## src/verilog/ramp_consts.svh

```systemverilog
`ifndef RAMP_CONSTS_SVH
`define RAMP_CONSTS_SVH
// ****************************************
// register byte offsets
// ****************************************
`define OFS_ACCEL_TIME 6'h00
`define OFS_DECEL_TIME 6'h04
`define OFS_REF_FREQ 6'h08
`define OFS_SECOND_RAMP 6'h0C
`define OFS_SECOND_DECEL 6'h10
`define OFS_START_FREQ 6'h14
`define OFS_START_HOLD 6'h18
`define OFS_RAMP_SHAPE 6'h1C
`define OFS_BASE_FREQ 6'h20
`define OFS_MIN_FREQ 6'h24
`define OFS_PRESET_FREQ 6'h28
`define OFS_GAIN1_FREQ 6'h2C
`define OFS_GAIN2_FREQ 6'h30
`define OFS_STATUS 6'h34
`define OFS_CMD_READ 6'h38
`define CFG_COUNT 13
// ****************************************
// reset values, limits (time 0.01 s, freq 0.01 Hz)
// ****************************************
`define RST_RAMP_TIME 32'h0000_01F4
`define RST_REF_FREQ 32'h0000_1770
`define RST_START_FREQ 32'h0000_0032
`define RST_BASE_FREQ 32'h0000_1770
`define RST_ZERO 32'h0000_0000
`define NO_VALUE 32'h000F_41DC
`define MAX_RAMP_TIME 32'h0005_7E40
`define MAX_HOLD_TIME 32'h0000_03E8
`define MIN_REF_FREQ 32'h0000_0064
`define MAX_REF_FREQ 32'h0000_9C40
`define MAX_START_FREQ 32'h0000_1770
`define MAX_SHAPE 32'h0000_0002
`define FAST_LIMIT 32'h0000_0003
`define FAST_TIME 32'h0000_0004
// ****************************************
// timing
// ****************************************
`define CLK_MHZ 200
`define TICK_US 1000
`define TICK_CYCLES (`TICK_US * `CLK_MHZ)
`define TICKS_PER_CS (10000 / `TICK_US)
`define SMOOTH_SHIFT 3
`endif

```

## src/verilog/ramp_pkg.sv

```systemverilog
package ramp_pkg;
    typedef enum logic [1:0] {SHAPE_LINEAR, SHAPE_S_A, SHAPE_S_B} shape_t;
    typedef enum {ST_IDLE, ST_HOLD, ST_RUN} run_state_t;
    typedef struct packed {
        logic forward_run_command;
        logic reverse_run_command;
        logic second_set_select;
    } run_pins_t;
    typedef struct packed {
        logic [15:0] freq;
        logic reverse;
        logic running;
    } drive_out_t;
endpackage : ramp_pkg

```

## src/verilog/frequency_ramp_generator.sv

```systemverilog
// Notes on behaviour
// [RQ1] accel time spans 0 Hz to reference
// [RQ2] decel time spans reference down to 0 Hz
// [RQ3] second-set select picks second time pair
// [RQ4] second decel 9999 reuses second accel
// [RQ5] user maps second-set select to a pin
// [RQ6] S-curve A times refer to base frequency
// [RQ7] S-curve A above base follows quadratic time
// [RQ8] times up to 0.03 s become 0.04 s
// [RQ9] reference change leaves gain frequencies alone
// [RQ10] run starts output at starting frequency
// [RQ11] no start while command below starting frequency
// [RQ12] hold starting frequency for hold time
// [RQ13] run removed in hold starts deceleration
// [RQ14] reversal applies start frequency, skips hold
// [RQ15] start at/below minimum runs preset frequency
// [RQ16] shape select 0 linear, 1 A, 2 B
// [RQ17] linear mode uses constant slope
// [RQ18] S-curve A inflects at base frequency
// [RQ19] S-curve B smooths present to new target
// [RQ20] reference frequency 1 to 400 Hz, 60 default
// [RQ21] ramp times accept 0 to 3600 s
// [RQ22] one clamped step per control tick
//
// Added by the designer: the APB register port and the address map.
`include "ramp_consts.svh"
`timescale 1ns/1ps
`default_nettype none
module frequency_ramp_generator #(
    parameter int TICK_CYCLES = `TICK_CYCLES,
    parameter int TICKS_PER_CS = `TICKS_PER_CS
) (
    // clock and reset
    input wire logic pclk,
    input wire logic presetn,
    // apb slave
    input wire logic psel,
    input wire logic penable,
    input wire logic pwrite,
    input wire logic [5:0] paddr,
    input wire logic [31:0] pwdata,
    output logic [31:0] prdata,
    output logic pready,
    output logic pslverr,
    // run terminals and analog command, asynchronous
    input wire ramp_pkg::run_pins_t run_pins,
    input wire logic [15:0] freq_command,
    // drive output
    output ramp_pkg::drive_out_t drive_out
);
    import ramp_pkg::*;

    initial begin
        if (TICK_CYCLES < 64 || TICKS_PER_CS < 1 || TICKS_PER_CS > 1000)
            $error("frequency_ramp_generator: unsupported tick parameters");
    end

    // ****************************************
    // configuration registers
    // ****************************************
    logic [31:0] cfg_r [0:`CFG_COUNT-1];
    logic [31:0] prdata_r;
    logic pready_r;
    logic pslverr_r;
    logic [3:0] idx;
    logic mapped;
    logic setup;
    run_state_t state_r;
    logic [31:0] lin_r;
    logic [31:0] out_r;
    logic dir_r;
    logic [15:0] cmd_s1_r, cmd_s2_r;
    run_pins_t pins_s1_r, pins_s2_r;

    function automatic logic [31:0] rst_val(input int i);
        case (i)
            2: rst_val = `RST_REF_FREQ;
            4, 6: rst_val = `NO_VALUE;
            5: rst_val = `RST_START_FREQ;
            8: rst_val = `RST_BASE_FREQ;
            7, 9, 10, 11, 12: rst_val = `RST_ZERO;
            default: rst_val = `RST_RAMP_TIME;
        endcase
    endfunction : rst_val

    function automatic logic ok_val(input logic [3:0] i, input logic [31:0] d);
        case (i)
            4'd0, 4'd1, 4'd3: ok_val = d <= `MAX_RAMP_TIME; // RQ21
            4'd4: ok_val = d <= `MAX_RAMP_TIME || d == `NO_VALUE;
            4'd2: ok_val = d >= `MIN_REF_FREQ && d <= `MAX_REF_FREQ; // RQ20
            4'd5: ok_val = d <= `MAX_START_FREQ; // RQ10
            4'd6: ok_val = d <= `MAX_HOLD_TIME || d == `NO_VALUE; // RQ12
            4'd7: ok_val = d <= `MAX_SHAPE; // RQ16
            default: ok_val = d <= `MAX_REF_FREQ;
        endcase
    endfunction : ok_val

    assign idx = paddr[5:2];
    assign mapped = paddr[1:0] == 2'b00 && paddr <= `OFS_CMD_READ;
    assign setup = psel && !penable;

    // each register is written alone: the gain pair never follows the reference
    always_ff @(posedge pclk or negedge presetn) begin
        if (!presetn) begin
            for (int i = 0; i < `CFG_COUNT; i++) cfg_r[i] <= rst_val(i);
        end else if (psel && penable && pready_r && pwrite && !pslverr_r && idx < 4'(`CFG_COUNT)) begin
            cfg_r[idx] <= pwdata; // RQ9
        end
    end

    // zero wait states: answer is ready in the access phase
    always_ff @(posedge pclk or negedge presetn) begin
        if (!presetn) begin
            pready_r <= 1'b0;
            pslverr_r <= 1'b0;
            prdata_r <= 32'h0000_0000;
        end else begin
            pready_r <= setup;
            pslverr_r <= setup && (!mapped || (pwrite && (idx >= 4'(`CFG_COUNT) || !ok_val(idx, pwdata))));
            if (setup && !pwrite && mapped) begin
                if (paddr == `OFS_STATUS)
                    prdata_r <= {12'h000, 2'(state_r), dir_r, state_r != ST_IDLE, out_r[31:16]};
                else if (paddr == `OFS_CMD_READ)
                    prdata_r <= {16'h0000, cmd_s2_r};
                else
                    prdata_r <= cfg_r[idx];
            end else begin
                prdata_r <= 32'h0000_0000;
            end
        end
    end

    // ****************************************
    // input synchronisers
    // ****************************************
    // the command word may tear on a change; it settles within a tick
    always_ff @(posedge pclk or negedge presetn) begin
        if (!presetn) begin
            pins_s1_r <= '0;
            pins_s2_r <= '0;
            cmd_s1_r <= 16'h0000;
            cmd_s2_r <= 16'h0000;
        end else begin
            pins_s1_r <= run_pins; // RQ5
            pins_s2_r <= pins_s1_r;
            cmd_s1_r <= freq_command;
            cmd_s2_r <= cmd_s1_r;
        end
    end

    // ****************************************
    // run request and effective target
    // ****************************************
    logic run_req, dir_req;
    logic [15:0] start_f, cmd_eff, tgt_f;
    logic [31:0] tgt;
    logic hold_en;
    shape_t shape;

    assign run_req = pins_s2_r.forward_run_command ^ pins_s2_r.reverse_run_command;
    assign dir_req = pins_s2_r.reverse_run_command;
    assign start_f = cfg_r[5][15:0];
    assign shape = shape_t'(cfg_r[7][1:0]); // RQ16
    assign hold_en = cfg_r[6] != `NO_VALUE; // RQ12
    assign cmd_eff = (cfg_r[5] <= cfg_r[9] && cmd_s2_r < start_f) ? cfg_r[10][15:0] : cmd_s2_r; // RQ15
    assign tgt_f = (state_r == ST_RUN && run_req && dir_req == dir_r) ? cmd_eff : 16'h0000; // RQ13
    assign tgt = {tgt_f, 16'h0000};

    // ****************************************
    // slope selection
    // ****************************************
    logic accel;
    logic [31:0] t_sel, t_eff;
    logic [21:0] t_ticks;
    logic [15:0] ref_f, cur_f;
    logic above_base;
    logic [47:0] num, den;

    assign accel = tgt > lin_r;
    always_comb begin
        if (pins_s2_r.second_set_select) begin
            if (accel || cfg_r[4] == `NO_VALUE)
                t_sel = cfg_r[3]; // RQ4
            else
                t_sel = cfg_r[4]; // RQ3
        end else begin
            t_sel = accel ? cfg_r[0] : cfg_r[1]; // RQ1 RQ2
        end
    end
    assign t_eff = (t_sel <= `FAST_LIMIT) ? `FAST_TIME : t_sel; // RQ8
    assign t_ticks = 22'(t_eff * 32'(TICKS_PER_CS));
    assign ref_f = (shape == SHAPE_S_A) ? cfg_r[8][15:0] : cfg_r[2][15:0]; // RQ6
    assign cur_f = lin_r[31:16];
    assign above_base = shape == SHAPE_S_A && cur_f >= cfg_r[8][15:0] && cur_f != 16'h0000; // RQ18

    // above base the slope falls as 9 fb^2 / (8 T f), the derivative of the quadratic time
    always_comb begin
        if (above_base) begin
            num = 48'(9 * 48'(ref_f) * 48'(ref_f)) << 13; // RQ7
            den = 48'(t_ticks) * 48'(cur_f);
        end else begin
            num = {16'h0000, ref_f, 16'h0000}; // RQ17
            den = 48'(t_ticks);
        end
    end

    // ****************************************
    // serial divider, rerun continuously
    // ****************************************
    logic [47:0] div_q_r, div_d_r;
    logic [48:0] div_rem_r, rem_sh;
    logic [5:0] div_cnt_r;
    logic [31:0] step_r;

    // a tick lasts far longer than one division, so the slope is never stale by more than a tick
    assign rem_sh = {div_rem_r[47:0], div_q_r[47]};
    always_ff @(posedge pclk or negedge presetn) begin
        if (!presetn) begin
            div_q_r <= 48'h0000_0000_0000;
            div_d_r <= 48'h0000_0000_0001;
            div_rem_r <= 49'h0_0000_0000_0000;
            div_cnt_r <= 6'h00;
            step_r <= 32'h0000_0000;
        end else if (div_cnt_r == 6'h00) begin
            step_r <= (div_q_r[47:32] != 16'h0000) ? 32'hFFFF_FFFF : div_q_r[31:0];
            div_q_r <= num;
            div_d_r <= den;
            div_rem_r <= 49'h0_0000_0000_0000;
            div_cnt_r <= 6'd48;
        end else begin
            if (rem_sh >= {1'b0, div_d_r}) begin
                div_rem_r <= rem_sh - {1'b0, div_d_r};
                div_q_r <= {div_q_r[46:0], 1'b1};
            end else begin
                div_rem_r <= rem_sh;
                div_q_r <= {div_q_r[46:0], 1'b0};
            end
            div_cnt_r <= div_cnt_r - 6'd1;
        end
    end

    // ****************************************
    // control tick and start hold timer
    // ****************************************
    logic [31:0] tick_cnt_r;
    logic tick_r;
    logic [21:0] hold_cnt_r;
    logic rev_pend_r;

    always_ff @(posedge pclk or negedge presetn) begin
        if (!presetn) begin
            tick_cnt_r <= 32'h0000_0000;
            tick_r <= 1'b0;
        end else begin
            tick_r <= tick_cnt_r == 32'(TICK_CYCLES - 1);
            tick_cnt_r <= (tick_cnt_r == 32'(TICK_CYCLES - 1)) ? 32'h0000_0000 : tick_cnt_r + 32'h1;
        end
    end

    // ****************************************
    // run sequencer and ramp
    // ****************************************
    logic start_ok;
    logic [31:0] diff_up, diff_dn, lin_nxt, sm_diff;
    assign start_ok = run_req && cmd_eff >= start_f && cmd_eff != 16'h0000; // RQ11
    assign diff_up = tgt - lin_r;
    assign diff_dn = lin_r - tgt;
    always_comb begin
        if (accel)
            lin_nxt = (diff_up <= step_r) ? tgt : lin_r + step_r; // RQ22
        else
            lin_nxt = (diff_dn <= step_r) ? tgt : lin_r - step_r; // RQ22
    end
    assign sm_diff = (lin_r >= out_r) ? (lin_r - out_r) : (out_r - lin_r);

    always_ff @(posedge pclk or negedge presetn) begin
        if (!presetn) begin
            state_r <= ST_IDLE;
            lin_r <= 32'h0000_0000;
            out_r <= 32'h0000_0000;
            dir_r <= 1'b0;
            hold_cnt_r <= 22'h00_0000;
            rev_pend_r <= 1'b0;
        end else begin
            unique case (state_r)
                ST_IDLE: begin
                    lin_r <= 32'h0000_0000;
                    out_r <= 32'h0000_0000;
                    if (start_ok) begin
                        lin_r <= {start_f, 16'h0000}; // RQ10
                        out_r <= {start_f, 16'h0000};
                        dir_r <= dir_req;
                        hold_cnt_r <= 22'(cfg_r[6] * 32'(TICKS_PER_CS));
                        rev_pend_r <= 1'b0;
                        state_r <= (hold_en && !rev_pend_r) ? ST_HOLD : ST_RUN; // RQ14
                    end
                end
                ST_HOLD: begin
                    if (!run_req || dir_req != dir_r)
                        state_r <= ST_RUN; // RQ13
                    else if (hold_cnt_r == 22'h00_0000)
                        state_r <= ST_RUN; // RQ12
                    else if (tick_r)
                        hold_cnt_r <= hold_cnt_r - 22'h1;
                end
                ST_RUN: begin
                    if (tick_r) begin
                        lin_r <= lin_nxt;
                        if (shape == SHAPE_S_B && sm_diff > 32'h0000_0008) begin
                            if (lin_r >= out_r)
                                out_r <= out_r + (sm_diff >> `SMOOTH_SHIFT); // RQ19
                            else
                                out_r <= out_r - (sm_diff >> `SMOOTH_SHIFT); // RQ19
                        end else begin
                            out_r <= lin_r;
                        end
                    end
                    if (tgt == 32'h0000_0000 && lin_r == 32'h0000_0000 && out_r == 32'h0000_0000) begin
                        state_r <= ST_IDLE;
                        rev_pend_r <= run_req && dir_req != dir_r; // RQ14
                    end
                end
            endcase
        end
    end

    assign prdata = prdata_r;
    assign pready = pready_r;
    assign pslverr = pslverr_r;
    assign drive_out = '{freq: out_r[31:16], reverse: dir_r, running: state_r != ST_IDLE};

    // ****************************************
    // assertions
    // ****************************************
    property p_ramp_clamp;
        @(posedge pclk) disable iff (!presetn)
        (state_r == ST_RUN && tick_r && accel) |=> lin_r <= $past(tgt) && lin_r > $past(lin_r);
    endproperty
    a_ramp_clamp: assert property (p_ramp_clamp) else $error("ramp overshoots or stalls rising"); // RQ22

    property p_start_at_start_freq;
        @(posedge pclk) disable iff (!presetn)
        (state_r == ST_IDLE && start_ok) |=> out_r[31:16] == $past(start_f) && state_r != ST_IDLE;
    endproperty
    a_start_at_start_freq: assert property (p_start_at_start_freq) else $error("start not at start frequency"); // RQ10

    property p_no_start_low_cmd;
        @(posedge pclk) disable iff (!presetn)
        (state_r == ST_IDLE && cmd_eff < start_f) |=> state_r == ST_IDLE;
    endproperty
    a_no_start_low_cmd: assert property (p_no_start_low_cmd) else $error("started below start frequency"); // RQ11

    property p_hold_steady;
        @(posedge pclk) disable iff (!presetn)
        (state_r == ST_HOLD) |=> $stable(out_r);
    endproperty
    a_hold_steady: assert property (p_hold_steady) else $error("output moved in start hold"); // RQ12

    property p_hold_abort;
        @(posedge pclk) disable iff (!presetn)
        (state_r == ST_HOLD && !run_req) |=> state_r == ST_RUN ##1 tgt == 32'h0000_0000;
    endproperty
    a_hold_abort: assert property (p_hold_abort) else $error("run removal in hold ignored"); // RQ13

    property p_reverse_skips_hold;
        @(posedge pclk) disable iff (!presetn)
        (state_r == ST_IDLE && start_ok && rev_pend_r) |=> state_r == ST_RUN;
    endproperty
    a_reverse_skips_hold: assert property (p_reverse_skips_hold) else $error("hold applied on reversal"); // RQ14

    property p_fast_time;
        @(posedge pclk) disable iff (!presetn)
        (t_sel <= `FAST_LIMIT) |-> t_eff == `FAST_TIME;
    endproperty
    a_fast_time: assert property (p_fast_time) else $error("short ramp time not raised"); // RQ8

    property p_second_decel;
        @(posedge pclk) disable iff (!presetn)
        (pins_s2_r.second_set_select && cfg_r[4] == `NO_VALUE) |-> t_sel == cfg_r[3];
    endproperty
    a_second_decel: assert property (p_second_decel) else $error("second decel sentinel not honoured"); // RQ4

    property p_gain_kept;
        @(posedge pclk) disable iff (!presetn)
        $changed(cfg_r[2]) |-> $stable(cfg_r[11]) && $stable(cfg_r[12]);
    endproperty
    a_gain_kept: assert property (p_gain_kept) else $error("gain changed with reference"); // RQ9
endmodule : frequency_ramp_generator
`default_nettype wire

```

## config.mk

```make
export PLATFORM = sky130hd
export DESIGN_NAME = frequency_ramp_generator
export DESIGN_NICKNAME = d
export VERILOG_FILES = /design/src/verilog/ramp_pkg.sv /design/src/verilog/frequency_ramp_generator.sv
export VERILOG_INCLUDE_DIRS = /design/src /design/src/verilog
export SDC_FILE = /design/constraint.sdc
export NUM_CORES = 2
export LEC_CHECK = 0
export ABC_AREA = 1
export BUFFER_PORTS_ARGS = -buffer_cell sky130_fd_sc_hd__buf_2
export CAP_MARGIN = 40
export CELL_PAD_IN_SITES_DETAIL_PLACEMENT = 0
export CELL_PAD_IN_SITES_GLOBAL_PLACEMENT = 2
export CORE_MARGIN = 10
export CORE_UTILIZATION = 42
export CTS_CLUSTER_DIAMETER = 120
export DETAILED_ROUTE_END_ITERATION = 10
export PLACE_DENSITY_LB_ADDON = 0.25
export SETUP_SLACK_MARGIN = 0.15
export SLEW_MARGIN = 25
export SYNTH_ARGS = -nofsm -noshare
export SYNTH_HDL_FRONTEND = slang
export SYNTH_SLANG_ARGS = --single-unit
```

## constraint.sdc

```tcl
create_clock -name pclk -period 20.9 [get_ports pclk]
set_input_delay 4.18 -clock pclk [delete_from_list [all_inputs] [get_ports pclk]]
set_output_delay 4.18 -clock pclk [all_outputs]
set_load 0.01 [all_outputs]
```

==> summary.txt <==
Synth cell types - 75
maximum vdd drop - 0.000127 V
Initial Util - 0.422
register area - 0.0197 mm^2
Max Clk Rate - 0.0654 GHz
largest net degree at the start of global routing - 197
WHS Path Cells - 0
crit start category - register
clk buf depth - 3
Area Growth Syn to Fin - 8.92%
Final setup violation count - 0
cts repair resizes - 0
worst min path class - register to register
die area - 0.201 mm^2
EDFF count, synth - 0
fin crit period - 15.29 ns
Design Power - 11100 uW
footprint of the multi-input gates - 0.0493 mm^2
CP arrival - 15.88 ns
Final #Nets - 11600
H-tree depth - 3
Max Slew Vio Count - 0
Congestion Overflow GR - 0
global placement routability congestion - 0.946
Mapped Cells - 10400
count of state elements after synthesis - 783
Synth top cells by count - nand2_1 (2516), inv_1 (1677), o21ai_0 (867), dfrtp_1 (725), nor2_1 (722)
cts hold-fix bufs - 0
Hold Violations, Final - 0
CTS Sinks - 783
Worst Setup Slack, final - 5.61 ns
I/O pins - 114
Slew headroom - 0.351
DRC Markers - 0
Final Cycle Share - 0.732
initial antenna violation count - 6
Synth area leader - dfrtp_1
ys async rst share - 1.00
outcome - complete, no violations
port bufs - 113
layout cell share with drive strength beyond 1 - 0.0614
Lkg Pwr - 0.0416 uW
initial drt markers - 6234
chip width - 448 um
design area - 0.0840 mm^2
Synth top area share - 0.235
count leader, synth - nand2_1
core area - 0.183 mm^2
Reg2Reg Launch Point - cfg_r[127]$_DFFE_PN0P_
r2r setup slk - 5.61 ns
FILL cells - 18700
WS Path Type - register to register
CTS Buf Count - 98
clk_skew - 0.109 ns
buffer count from post-CTS setup fixing - 0
CTS clk-pin slew, worst paths - 0.06 ns
Post-Syn Area per Cell - 7.41 um^2
Hold EP - cmd_s2_r[2]$_DFF_PN0_
Synth area leaders - dfrtp_1 (24%), fa_1 (14%), nand2_1 (12%)
drt wl/cell - 22.5 um
root buffer cell - clkbuf_16
Power Dens Cells - 132 mW/mm^2
post-synthesis net count - 11700
Slew @ Worst Pin - 0.964 ns
top_reg_cell synth - dfrtp_1
WP data required - 21.49 ns
post-synthesis sequential area ratio - 0.255
GRT Util Overall - 0.285
Worst path slowest cell - buf_4
Synth warnings - 0
Syn Std Cell Area - 0.0771 mm^2
Die Y-Extent - 448 um
Hold Path Origin - cmd_s1_r[2]$_DFF_PN0_
RSZ-0062 raised after global routing - false
CP Capture Type - register
vias in the first global route - 70300
CTS tree - yes
Vias/cell - 5.48
first-pass GRT wire length - 442000 um
critical-path maximum fanout - 66
Total Wirelength - 290000 um
worst-skew pair later-pin latency - 0.80 ns
Most Frequent Cell on Critical Path - nand2_1
CP max stage delay - 0.64 ns
DP Area - 0.0803 mm^2
max cap viols - 0
HPWL after DPL - 227000 um
worst slack at placement - 5.82 ns
R2R cell count - 61
Reg-to-Reg End - div_d_r[32]$_DFFE_PN0P_
Setup TNS Final - 0 ns
1st-pass router iterations - 6
# rows - 157
Antenna Violating Nets Remaining - 0
vias - 70700
[where the power goes]
part	switching (uW)	internal, uW	leakage, uW
combinational	5080	2390	0.0298
clock	762	1060	0.00166
sequential	134	1650	0.0102
[cell type report]
class                      instances  area share
multi-input combinational       7474       0.587
sequential                       783       0.234
inverter                        1735      0.0777
tap                             2464      0.0367
clock buffer                     139      0.0329
timing repair buffer             261      0.0237
clock inverter                    45     0.00782
antenna                            4    0.000119
[routing by layer]
metal,share of wire,routed length (um),global-route usage
met1,0.45,129000,0.385
met4,0.040,11500,0.101
met5,0.00075,218,0
met2,0.46,134000,0.470
met3,0.052,15000,0.0326
[per-stage QoR]
| step | std cells | hold WS, ns | utilization |
|---|---|---|---|
| detailed placement | 12700 | 0.335 | 0.439 |
| floorplan | 10400 | 0.331 | - |
| global route | 12900 | 0.353 | 0.459 |
| CTS | 12900 | 0.346 | 0.458 |
| finish | 12900 | 0.340 | 0.459 |
| global placement | 12700 | 0.338 | 0.437 |
[worst max-delay path by stage]
stage | end | startpoint
floorplan | div_d_r[32]$_DFFE_PN0P_ | cfg_r[225]$_DFFE_PN1P_
global route | div_d_r[31]$_DFFE_PN0P_ | cfg_r[127]$_DFFE_PN0P_
finish | div_d_r[32]$_DFFE_PN0P_ | cfg_r[127]$_DFFE_PN0P_
detailed placement | div_d_r[32]$_DFFE_PN0P_ | cfg_r[127]$_DFFE_PN0P_
CTS | div_d_r[32]$_DFFE_PN0P_ | cfg_r[127]$_DFFE_PN0P_
global placement | div_d_r[32]$_DFFE_PN0P_ | cfg_r[127]$_DFFE_PN0P_
[cell usage in the layout, fill, tap and decap left out, types with 150 or more instances in the layout]
master	synthesis	routed
a22oi_1	150	150
ha_1	667	667
fa_1	522	522
inv_1	1677	1675
o21ai_0	867	862
a21oi_1	600	600
dfrtp_1	725	725
nor2_1	722	717
xor2_1	168	168
nand2_1	2516	2510
nand3_1	377	368
[kinds of logic (layout without fill, tap and decap cells)]
logic type	Yosys count	count (layout)	synth area share
adders and majority gates	1189	1189	0.244
buffers and inverters	2145	2180	0.108
xor gates and xnor gates	269	269	0.0306
other	0	4	0
DFF	783	783	0.255
AOI/OAI and AO/OA	2015	2015	0.149
and+or+nand+nor	3999	3999	0.214
muxes	2	2	0.000260
[registers in the layout (all words and copies together), names as in the netlist, 2 cells and up]
name,cells
cfg_r,416
div_q_r,48
div_rem_r,48
div_d_r,38
lin_r,32
out_r,32
prdata,32
step_r,32
tick_cnt_r,32
hold_cnt_r,22
cmd_s1_r,16
cmd_s2_r,16
div_cnt_r,6
pins_s1_r,3
pins_s2_r,2
state_r,2
[worst max-delay path, delay by kind of cell, from the launching register on]
kind | cells | cell delay, ns
fa+ha+maj | 12 | 4.71
simple gates | 29 | 5.95
buf+inv | 9 | 1.52
flops | 1 | 0.38
compound gates | 10 | 2.33
xor+xnor | 1 | 0.15
(Power assumes the default switching activity.)
